### src/inc/csg_defs.vh
// Purpose: constants of the clock strap and output gating block
// Assumes: 250 MHz core clock, rstn released when supply passes threshold
// Notes: Behaviour list below
//
// Behaviour
// - PCI stop gates PCI outputs, free kept
// - CPU stop gates CPU outputs, free pair kept
// - Strap pins are inputs, then clock outputs
// - Strap pins three-stated for first 2 ms
// - Latch straps first, then enable buffers
// - Timer starts at power-on detect
// - Strap bits held until next power-up
// - Low strap latches 0, high latches 1
// - First CPU cycle may be shortened
// - Serial interface writes ctrl only; reads return strap and status
// - Config registers load defaults at power-up
// - Written spread enable is applied
// - Spread applies to CPU and PCI only
// - Config writes accepted at any time
// - Disabled outputs driven low
// - Global stop leaves only free CPU pair
// - Memory stop gates memory outputs, free kept
`ifndef CSG_DEFS_VH
`define CSG_DEFS_VH
// ***********************************************
// Timing
// ***********************************************
`define CSG_STRAP_TIME_NS   2000000
`define CSG_CLK_PERIOD_NS   4
`define CSG_STRAP_CYCLES    (`CSG_STRAP_TIME_NS / `CSG_CLK_PERIOD_NS)
// ***********************************************
// Register map
// ***********************************************
`define CSG_ADDR_CTRL       4'h0
`define CSG_ADDR_STRAP      4'h1
`define CSG_ADDR_STATUS     4'h2
`define CSG_CTRL_SPREAD_BIT 0
`define CSG_CTRL_RESET      8'h00
`define CSG_NUM_STRAPS      5
`endif

### src/csg_clock_strap.v
// Purpose: strap sampling and stop-input gating of the clock outputs
// Assumes: clock sources arrive as inputs; config bytes arrive decoded
// Notes: one clock domain, no interrupts
`timescale 1ns/10ps
`include "csg_defs.vh"
module csg_clock_strap #(
  parameter STRAP_CYCLES = `CSG_STRAP_CYCLES
) (
  input  wire        clk,
  input  wire        rstn,
  input  wire        pci_stop_n,
  input  wire        cpu_stop_n,
  input  wire        mem_stop_n,
  input  wire        global_stop_n,
  input  wire        cpu_src,
  input  wire        pci_src,
  input  wire        mem_src,
  input  wire        misc_src,
  input  wire [4:0]  strap_i,
  output reg  [4:0]  strap_o,
  output reg  [4:0]  strap_oe,
  output reg         cpu_free_true_out,
  output reg         cpu_free_comp_out,
  output reg  [1:0]  cpu_out,
  output reg         pci_free_out,
  output reg  [5:0]  pci_out,
  output reg         mem_free_out,
  output reg  [5:0]  mem_out,
  output reg         misc_out,
  output reg         spread_cpu_en,
  output reg         spread_pci_en,
  input  wire [3:0]  reg_addr,
  input  wire [7:0]  reg_wdata,
  input  wire        reg_wr,
  input  wire        reg_rd,
  output reg  [7:0]  reg_rdata
);
  // ***********************************************
  // Synchronisers
  // ***********************************************
  reg  [3:0]  stop_s1_q;
  reg  [3:0]  stop_s2_q;
  reg  [4:0]  strap_s1_q;
  reg  [4:0]  strap_s2_q;
  reg  [3:0]  src_s1_q;
  reg  [3:0]  src_s2_q;

  always @(posedge clk or negedge rstn)
  begin
    if (!rstn)
    begin
      stop_s1_q  <= 4'hF;
      stop_s2_q  <= 4'hF;
      strap_s1_q <= 5'h00;
      strap_s2_q <= 5'h00;
      src_s1_q   <= 4'h0;
      src_s2_q   <= 4'h0;
    end
    else
    begin
      stop_s1_q  <= {global_stop_n, mem_stop_n, cpu_stop_n, pci_stop_n};
      stop_s2_q  <= stop_s1_q;
      strap_s1_q <= strap_i;
      strap_s2_q <= strap_s1_q;
      src_s1_q   <= {misc_src, mem_src, pci_src, cpu_src};
      src_s2_q   <= src_s1_q;
    end
  end

  // ***********************************************
  // Strap timer and latch
  // ***********************************************
  // Reset release stands for the power-on detector
  localparam ST_WAIT = 2'h0;
  localparam ST_LTCH = 2'h1;
  localparam ST_RUN  = 2'h2;
  reg  [1:0]  state_q;
  reg  [1:0]  state_d;
  reg  [19:0] timer_q;
  reg  [4:0]  strap_q;
  always @*
  begin
    state_d = state_q;
    case (state_q)
      ST_WAIT: if (timer_q == STRAP_CYCLES[19:0] - 20'h00001) state_d = ST_LTCH;
      ST_LTCH: state_d = ST_RUN;
      ST_RUN:  state_d = ST_RUN;
      default: state_d = ST_WAIT;
    endcase
  end
  always @(posedge clk or negedge rstn)
  begin
    if (!rstn)
    begin
      state_q <= ST_WAIT;
      timer_q <= 20'h00000;
    end
    else
    begin
      state_q <= state_d;
      if (state_q == ST_WAIT)
        timer_q <= timer_q + 20'h00001;
    end
  end

  // Per-pin latch, written once; only a new power-up clears it
  genvar gi;
  generate
    for (gi = 0; gi < `CSG_NUM_STRAPS; gi = gi + 1)
    begin : g_strap
      always @(posedge clk or negedge rstn)
      begin
        if (!rstn)
          strap_q[gi] <= 1'b0;
        else if (state_q == ST_LTCH)
          strap_q[gi] <= strap_s2_q[gi];
      end
    end
  endgenerate

  wire run = (state_q == ST_RUN);

  // ***********************************************
  // Config register, write-only from the link
  // ***********************************************
  reg  [7:0]  ctrl_q;
  always @(posedge clk or negedge rstn)
  begin
    if (!rstn)
      ctrl_q <= `CSG_CTRL_RESET;
    else if (reg_wr && reg_addr == `CSG_ADDR_CTRL)
      ctrl_q <= reg_wdata;
  end
  // Readback is local status only; ctrl never returns to the link
  always @(posedge clk or negedge rstn)
  begin
    if (!rstn)
      reg_rdata <= 8'h00;
    else if (reg_rd && reg_addr == `CSG_ADDR_STRAP)
      reg_rdata <= {3'h0, strap_q};
    else if (reg_rd && reg_addr == `CSG_ADDR_STATUS)
      reg_rdata <= {6'h00, state_q};
    else
      reg_rdata <= 8'h00;
  end
  // ***********************************************
  // Gates, updated only while source low
  // ***********************************************
  reg         g_pci_q;
  reg         g_cpu_q;
  reg         g_mem_q;
  reg         g_misc_q;
  reg         g_pfree_q;
  reg         g_mfree_q;
  wire        gstop = ~stop_s2_q[3];
  always @(posedge clk or negedge rstn)
  begin
    if (!rstn)
    begin
      g_pci_q   <= 1'b0;
      g_cpu_q   <= 1'b0;
      g_mem_q   <= 1'b0;
      g_misc_q  <= 1'b0;
      g_pfree_q <= 1'b0;
      g_mfree_q <= 1'b0;
    end
    else
    begin
      if (!src_s2_q[1])
        g_pci_q <= run & stop_s2_q[0] & ~gstop;
      if (!src_s2_q[1])
        g_pfree_q <= run & ~gstop;
      if (!src_s2_q[0])
        g_cpu_q <= run & stop_s2_q[1] & ~gstop;
      if (!src_s2_q[2])
        g_mem_q <= run & stop_s2_q[2] & ~gstop;
      if (!src_s2_q[2])
        g_mfree_q <= run & ~gstop;
      if (!src_s2_q[3])
        g_misc_q <= run & ~gstop;
    end
  end
  // ***********************************************
  // Output drive
  // ***********************************************
  // Free CPU pair opens at once; a short first cycle is tolerated
  always @(posedge clk or negedge rstn)
  begin
    if (!rstn)
    begin
      cpu_free_true_out <= 1'b0;
      cpu_free_comp_out <= 1'b0;
      cpu_out           <= 2'h0;
      pci_free_out      <= 1'b0;
      pci_out           <= 6'h00;
      mem_free_out      <= 1'b0;
      mem_out           <= 6'h00;
      misc_out          <= 1'b0;
      strap_o           <= 5'h00;
      strap_oe          <= 5'h00;
      spread_cpu_en     <= 1'b0;
      spread_pci_en     <= 1'b0;
    end
    else
    begin
      cpu_free_true_out <= run & src_s2_q[0];
      cpu_free_comp_out <= run & ~src_s2_q[0];
      cpu_out           <= {2{g_cpu_q & src_s2_q[0]}};
      pci_free_out      <= g_pfree_q & src_s2_q[1];
      pci_out           <= {6{g_pci_q & src_s2_q[1]}};
      mem_free_out      <= g_mfree_q & src_s2_q[2];
      mem_out           <= {6{g_mem_q & src_s2_q[2]}};
      misc_out          <= g_misc_q & src_s2_q[3];
      strap_o           <= {g_misc_q & src_s2_q[3], g_misc_q & src_s2_q[3],
                            g_misc_q & src_s2_q[3], g_pfree_q & src_s2_q[1],
                            g_pci_q & src_s2_q[1]};
      strap_oe          <= {5{run}};
      spread_cpu_en     <= ctrl_q[`CSG_CTRL_SPREAD_BIT];
      spread_pci_en     <= ctrl_q[`CSG_CTRL_SPREAD_BIT];
    end
  end
endmodule
### config.mk
export PLATFORM = sky130hd
export DESIGN_NAME = csg_clock_strap
export DESIGN_NICKNAME = d
export VERILOG_FILES = /design/src/csg_clock_strap.v
export VERILOG_INCLUDE_DIRS = /design/src /design/src/inc
export SDC_FILE = /design/constraint.sdc
export NUM_CORES = 1
export LEC_CHECK = 0
export ABC_CLOCK_PERIOD_IN_PS = 1660
export BUFFER_PORTS_ARGS = -buffer_cell sky130_fd_sc_hd__buf_2
export CORE_AREA = 2 2 81 83
export DETAILED_ROUTE_END_ITERATION = 12
export DIE_AREA = 0 0 83 85
export GPL_ROUTABILITY_DRIVEN = 0
export PLACE_DENSITY = 0.74
export SYNTH_ARGS = -nofsm -noshare
export SYNTH_HDL_FRONTEND = slang
export SYNTH_SLANG_ARGS = --single-unit
### constraint.sdc
create_clock -name clk -period 1.66 [get_ports clk]
set_clock_uncertainty 0.2 [all_clocks]
set_input_delay 0.332 -clock clk [delete_from_list [all_inputs] [get_ports clk]]
set_output_delay 0.332 -clock clk [all_outputs]
set_load 0.02 [all_outputs]
After elaboration in Yosys (flattened, before gate mapping)
Index checks and enable logic that the tools add are counted.

word-level totals
  flip-flop bits (word level) = 81
  input bits = 29

operators by class
  add/sub/neg operators = 1
  equality and inequality tests = 6
  multiplexer cells = 4
  bitwise logic cells = 16
  reductions and logical operators = 6

operators with widths
  cell                                             count
  adder 20 x 1 -> 20 bit, second input constant    1
  == test 20 x 19 -> 1 bit, second input constant  1
  bitwise AND 1 bit                                15
  two-way mux 5 bit                                1
  == test 4 x 1 -> 1 bit, second input constant    1
  == test 4 x 2 -> 1 bit, second input constant    1
  zero test 4 bit                                  1
  two-way mux 2 bit                                2
  one-hot mux 2 bit (2 select lines)               1
  logical AND 1 bit                                3
  == test 2 x 1 -> 1 bit, second input constant    1
  == test 2 bit, second input constant             1
  zero test 2 bit                                  1
  != test 2 bit, second input constant             1
  OR reduction 2 bit                               1
  inverter 1 bit                                   1

Depth between registers and ports, before layout
Gate-level depths: netlist of run 1.

  depth in word-level cells = 4
  mapped depth = 7
  depth with buffers taken out = 6

Worst setup path before layout of run 1
Ideal clock, no wire load.

  kind = register to register
  start point = reg state_q[0]
  end point = reg timer_q[14]
  library setup time = 123 ps
  arrival time = 1500 ps
  required time = 1337 ps
  path slack = -163 ps
  cell stages (with the launch flop) = 8
  clock period less this slack = 1823 ps
  cells stage by stage = dfrtp_1 > inv_1 > ha_1 > buf_2 > nand2_1 > nor4_2 > nand4_1 > xnor2_1

between the ends
  longest elaborated chain between the ends = 1

RTL lines
  element                 RTL line               text
  start, declared         csg_clock_strap.v:77   reg [1:0] state_q;
  start signal, assigned  csg_clock_strap.v:100  state_q <= state_d;
  zero test 2 bit         csg_clock_strap.v:101  if (state_q == ST_WAIT)
  end signal, assigned    csg_clock_strap.v:102  timer_q <= timer_q + 20'h00001;
  end, declared           csg_clock_strap.v:79   reg [19:0] timer_q;

No other way between the ends.
A chain may end at the register's enable or synchronous reset.

Final worst setup path of run 1
  start point = reg timer_q[1]
  end point = reg state_q[0]

between the ends
  longest elaborated chain between the ends = 2

RTL lines
  element                         RTL line              text
  == test 20 x 19 -> 1 bit        csg_clock_strap.v:85  ST_WAIT: if (timer_q == STRAP_CYCLES[19:0] - 20'h00001) state_d = ST_LTCH;
  != test 2 bit (no source line)  -

No other way between the ends.

==> summary.txt, run 1 <==
Synthesis
  • YS warnings: 0
  • Post-synth top area cell: dfrtp_1
  • Top post-synthesis cells by count: 67 x dfrtp_1, 24 x buf_4, 14 x xnor2_1
  • Number of flops mapped to enable cells by yosys: 0
  • Ys flop type: dfrtp_1
  • Synth top area cells: dfrtp_1 59%, dfstp_2 7.4%, buf_4 6.3%, xnor2_1 4.3%, mux2_2 3.5%
  • Cell with the most instances after synthesis: dfrtp_1
  • Syn Area/Cell: 14.07 sq um
  • Post-synth cell types: 31
  • Mapped Cells: 203
  • Post-synth ARST share: 100.0%
  • Synth top area share: 58.69%
  • Mapped Area: 2856 sq um
  • Seq/Total Area, Yosys: 66.05%
  • FF+latch count, synth: 75

Drt
  • Via count: 1,723
  • WL/cell: 12.83 microns
  • Via/cell ratio: 4.558
  • Routed wire length: 4848 microns
  • Residual DRC: 0
  • 1st-pass router iterations: 4
  • ANT nets after route: 0
  • Initial DRC Count: 41

Worst setup path
  • Arr. time, crit path: 1.75 ns
  • Crit start category: register
  • Worst Setup End Kind: register
  • CP max stage delay: 0.40 ns
  • Data required, critical path: 1.70 ns
  • CP Cell Sequence: ha_4 -> nor4b_4 -> nand4_1 -> o21ai_2 -> mux2_2
  • Crit path max fanout: 2
  • CP max-delay cell: dfrtp_1
  • Crit Path Class: register to register

STA
  • Final worst path period share: 103.5%
  • Final Slew Violations: 0
  • RSZ-0062 raised after global routing: yes
  • Final hold vios: 0
  • Final setup violation count: 4
  • Setup TNS Final: -0.1470 ns
  • F_max: 0.5821 GHz
  • Minimum clock period: 1.718 ns
  • Slack of the critical path: -0.05786 ns

Power
  • Static Leak: 0.001977 uW
  • VDD IR max: 0.9530 mV
  • PwrDens: 937.7 nW/um^2
  • Total power: 3618 uW

Layout
  • Area delta synth->final: 35.09%
  • Ant diodes: 0
  • Nets: 330
  • Fillers: 455
  • Final non-filler cell total: 378
  • Final Cell Area: 3859 sq um
  • Share of cells above drive strength 1: 50.50%

Min path
  • Min-Delay Path Class: input pin to register

Floorplanning
  • Die area: 7055 sq um
  • Initial Util: 46.04%
  • Die Span Y: 85 microns
  • Core box area: 6205 sq um
  • Cell row count: 29
  • Die W: 83 microns
  • # IOs: 68

Global route
  • Vias in the first global route: 1,824
  • Global route overflow: 0
  • Total track usage: 14.70%
  • Global-route wire length before repair: 8176 microns
  • Pin count of the biggest net entering global routing: 76
  • Initial antenna violation count: 0

Clocking
  • Num CTS Buffers: 9
  • Clock H-tree levels: 3
  • CTS tree: built
  • Clk slew on worst S/H paths: 0.08 ns
  • Clock sinks: 75
  • CTS root buf: clkbuf_8
  • Clk Latency, worst-skew pair: 0.34 ns
  • Max clock buf depth: 2

Run status
  • Failing checks: negative setup slack
  • Status: finished with violations

Placed design
  • Final HPWL from detailed placement: 3136 microns
  • Placed cell areas: 3352 sq um
  • Inst Count DP: 340
  • Port Buffers: 57

Run
  • Max-cap check violation count: 0
## layer usage
| layer | track usage [%] | vias up | share of wire (%) |
|---|---|---|---|
| met5 | 0 | - | 0 |
| met4 | 6.706 | 0 | 2.0 |
| met3 | 3.794 | 11 | 4.8 |
| met2 | 24.85 | 50 | 51 |
| met1 | 17.84 | 828 | 42 |
| li1 | - | 834 | - |
## final timing paths
check                                   start  depth (start not counted)  slack (ns)            end
worst max-delay path               timer_q[1]                          5       -0.06     state_q[0]
worst min-delay path                   reg_rd                          3        0.03   reg_rdata[1]
worst max register to register     timer_q[1]                          5       -0.06     state_q[0]
worst min register to register  strap_s1_q[1]                          0        0.15  strap_s2_q[1]
max in group asynchronous                rstn                          3        0.60   stop_s1_q[2]
min in group asynchronous                rstn                          3        0.33    src_s1_q[0]
## layout by cell type (no fill, tap or decap), types with 4 or more instances in the layout
cell and count:
buf_4 29, dfstp_2 8, clkbuf_8 9, nand4_1 8, dlygate4sd3_1 15, buf_2 57, xor2_1 5, dfrtp_2 4
nand2_1 6, and2_1 10, xnor2_1 13, nor2_1 6, dfrtp_1 63, mux2_2 9
## where the power goes
| part | switching [uW] | internal, uW |
|---|---|---|
| combinational | 74.1 | 59.6 |
| sequential | 15.6 | 1880 |
| clock | 721 | 872 |
| total | 810 | 2810 |
## state kept, by name, summed over array words and instances, names as in the netlist, 2 cells and up
register    count
reg_rdata       5
state_q         2
strap_s1_q      5
src_s1_q        4
strap_o         2
stop_s1_q       4
src_s2_q        4
timer_q        20
stop_s2_q       4
strap_q         5
strap_s2_q      5
## logic make-up (layout without fill, tap and decap cells)
group | Yosys count | count (layout) | synth area share, %
other cells | 1 | 3 | 0.1313
flops | 75 | 75 | 66.05
fa+ha+maj | 5 | 5 | 2.190
buf+inv | 29 | 125 | 7.008
compound gates | 7 | 7 | 1.839
mux | 9 | 9 | 3.548
simple gates | 58 | 58 | 13.40
xor+xnor | 19 | 19 | 5.826
## cell type report
class                           instances  area [sq um]  area share (%)
Clock buffer                            9         123.9           3.210
Clock inverter                          7         105.1           2.724
Inverter                                4         15.01          0.3891
Multi-Input combinational cell        101         902.1           23.38
Sequential cell                        75          1892           49.03
Tap cell                               77         96.34           2.497
Timing Repair Buffer                  105         724.4           18.77
## per-stage QoR
step	utilization [%]	setup WS, ns	hold slack, ns
floorplan	-	-0.01922	-0.1636
global placement	54.02	-0.07745	0.1319
detailed placement	54.02	-0.1164	0.1347
CTS	61.20	-0.06217	0.02092
global route	62.19	-0.1461	0.05778
finish	62.19	-0.05786	0.03411
## critical path, delay by kind of cell (launching register included)
kind                     cells  cell delay (ns)
AO/OA/AOI/OAI                1             0.17
multiplexers                 1             0.35
AND/OR/NAND/NOR              2             0.32
flip-flops                   1             0.40
adder cells (fa/ha/maj)      1             0.17
## what timing repair did
| item | CTS | global route |
|---|---|---|
| buffers inserted | 4 | 3 |
| pin swaps | 3 | 7 |
| hold buffers | 15 | 0 |
| hold endpoints to repair | 81 | 0 |
| gates resized for setup | 7 | 9 |
| endpoints found under the setup margin | 10 | 15 |
No activity file was read; power rests on OpenSTA's default activity.
==> run 2: changes to the inputs <==
--- a/config.mk
+++ b/config.mk
@@ -13,6 +13,7 @@
 export DIE_AREA = 0 0 83 85
 export GPL_ROUTABILITY_DRIVEN = 0
 export PLACE_DENSITY = 0.74
+export REMOVE_ABC_BUFFERS = 1
 export SYNTH_ARGS = -nofsm -noshare
 export SYNTH_HDL_FRONTEND = slang
 export SYNTH_SLANG_ARGS = --single-unit
==> run 2 against run 1 <==
Die area unchanged. Final area is 1.2% lower. Largest cell class unchanged. Largest power group unchanged. Via count grew 2.8%. Wire length down 5.8%. The run still ends with negative setup slack left. Highest routed layer unchanged. Critical path type unchanged. Sequential share of layout area up 0.48 points.
==> summary.txt, run 2 (same netlist as run 1, synthesis figures left out) <==
Drt
  • Initial DRC Count: 108
  • Residual DRC: 0
  • Via count: 1,771
  • WL/cell: 12.11 microns
  • Via/cell ratio: 4.698
  • 1st-pass router iterations: 4
  • Routed wire length: 4565 microns
  • ANT nets after route: 0

STA
  • Setup TNS Final: -0.1553 ns
  • Final Slew Violations: 0
  • Slack of the critical path: -0.04050 ns
  • Final hold vios: 0
  • RSZ-0062 raised after global routing: yes
  • Final worst path period share: 102.4%
  • Minimum clock period: 1.701 ns
  • F_max: 0.5881 GHz
  • WHS: 0.01946 ns
  • Final setup violation count: 6

Power
  • Internal power: 2942 uW
  • Logic pwr share: 3.6%
  • PwrDens: 972.3 nW/um^2
  • Seq pwr share: 51.0%
  • Clock Power Share: 45.4%
  • Switch share: 20.65%
  • Total power: 3708 uW
  • Static Leak: 0.001964 uW
  • VDD IR max: 0.6222 mV
  • Net Switching: 765.8 uW

Floorplanning
  • Die area: 7055 sq um
  • # IOs: 68
  • Die Span Y: 85 microns
  • Core box area: 6205 sq um
  • Initial Util: 46.04%
  • Cell row count: 29
  • Die W: 83 microns

Clocking
  • Clock H-tree levels: 3
  • CTS tree: built
  • Clk slew on worst S/H paths: 0.08 ns
  • Clk Latency, worst-skew pair: 0.34 ns
  • Num CTS Buffers: 9
  • Max clock buf depth: 2
  • CTS root buf: clkbuf_8
  • Clock sinks: 75

Layout
  • Register Area: 1888 sq um
  • Share of cells above drive strength 1: 49.33%
  • Fillers: 460
  • Nets: 329
  • Area delta synth->final: 33.51%
  • Largest register FFs: 20
  • Most frequent cells in the layout: 66 x dfrtp_1, 57 x buf_2, 32 x buf_4
  • Multi-input logic area: 880.8 sq um
  • Commonest non-fill, non-tap cell in the layout: dfrtp_1
  • Ant diodes: 0
  • Final Cell Area: 3814 sq um
  • Top reg by flops: timer_q

Placed design
  • Final HPWL from detailed placement: 2941 microns
  • Port Buffers: 57
  • Placed cell areas: 3283 sq um

Worst setup path
  • Worst r2r src: timer_q[1]
  • Arr. time, crit path: 1.73 ns
  • Data required, critical path: 1.69 ns
  • CP Cell Sequence: buf_4 -> buf_4 -> nand3_4 -> nor4_4 -> nand4_1 -> xnor2_1
  • Crit path max fanout: 5
  • Crit start category: register
  • Worst Setup End Kind: register
  • CP max-delay cell: dfrtp_1
  • Setup crit start: timer_q[1]
  • Crit Path Class: register to register
  • Critical Path Most Common Cell: buf_4
  • CP max stage delay: 0.40 ns

Global route
  • Global-route wire length before repair: 7783 microns
  • Initial antenna violation count: 0
  • Pin count of the biggest net entering global routing: 76
  • Vias in the first global route: 1,716
  • Total track usage: 13.82%
  • Global route overflow: 0

Run status
  • Failing checks: negative setup slack
  • Status: finished with violations

Min path
  • Min-Delay Path Class: input pin to register
  • HP Start: reg_wdata[0]

Run
  • Max-cap check violation count: 0
run 2: cell count changes in the layout (fill, tap and decap cells not counted), sizes merged:
cell | previous run | this run
bufinv | 2 | 3
clkinv | 0 | 2
dlygate4sd3 | 15 | 14
inv | 8 | 5
run 2: worst paths after layout:
check,slack (ns),to,cells after the start
max in group asynchronous,0.58,stop_s1_q[0],3
min in group asynchronous,0.33,spread_cpu_en,3
hold / removal,0.02,ctrl_q[0],2
setup reg to reg,-0.04,timer_q[17],6
hold reg to reg,0.15,src_s2_q[1],0
setup / recovery,-0.04,timer_q[17],6
run 2: area by class of cell:
type | instances | share of cell area, %
Sequential cell | 75 | 49.51
Clock inverter | 7 | 3.248
Tap cell | 77 | 2.526
Timing Repair Buffer | 104 | 17.98
Clock buffer | 9 | 3.248
Inverter | 4 | 0.3937
Multi-Input combinational cell | 101 | 23.10
run 2: critical path: cells and delay by family, from the launching register on:
kind,cells,cell delay [ns]
and+or+nand+nor,3,0.58
DFF,1,0.40
buffers and inverters,2,0.25
xor gates and xnor gates,1,0.15
run 2: repair_timing:
item                       in CTS  in global routing
pin swaps                      14                  9
hold buffers                   14                  0
setup buffers                   2                  3
setup endpoints to repair      16                 16
resized for setup              15                  7
hold endpoints to repair       80                  0
run 2: power by group through the flow:
stage / logic [uW] / clock network (uW) / registers (uW)
global placement: 109 / 0 / 1930
detailed placement: 109 / 0 / 1930
finish: 132 / 1680 / 1890
floorplan: 16.7 / 0 / 1940
CTS: 135 / 1710 / 1890
global route: 148 / 1800 / 1900
run 2: metrics by stage:
stage | util (%) | setup WS (ns) | cells
after global placement | 52.91 | -0.1811 | 342
after detailed placement | 52.91 | -0.2241 | 342
after CTS | 60.62 | -0.06759 | 374
final | 61.46 | -0.04050 | 377
after global routing | 61.46 | -0.1299 | 377
after floorplan | - | -0.1830 | 180
run 2: metal layers:
layer / global-route usage (%) / wire (microns) / vias up
met5: 0 / 0 / -
li1: - / - / 843
met2: 22.21 / 2180 / 60
met3: 4.280 / 277 / 8
met1: 17.32 / 2033 / 860
met4: 6.259 / 75 / 0
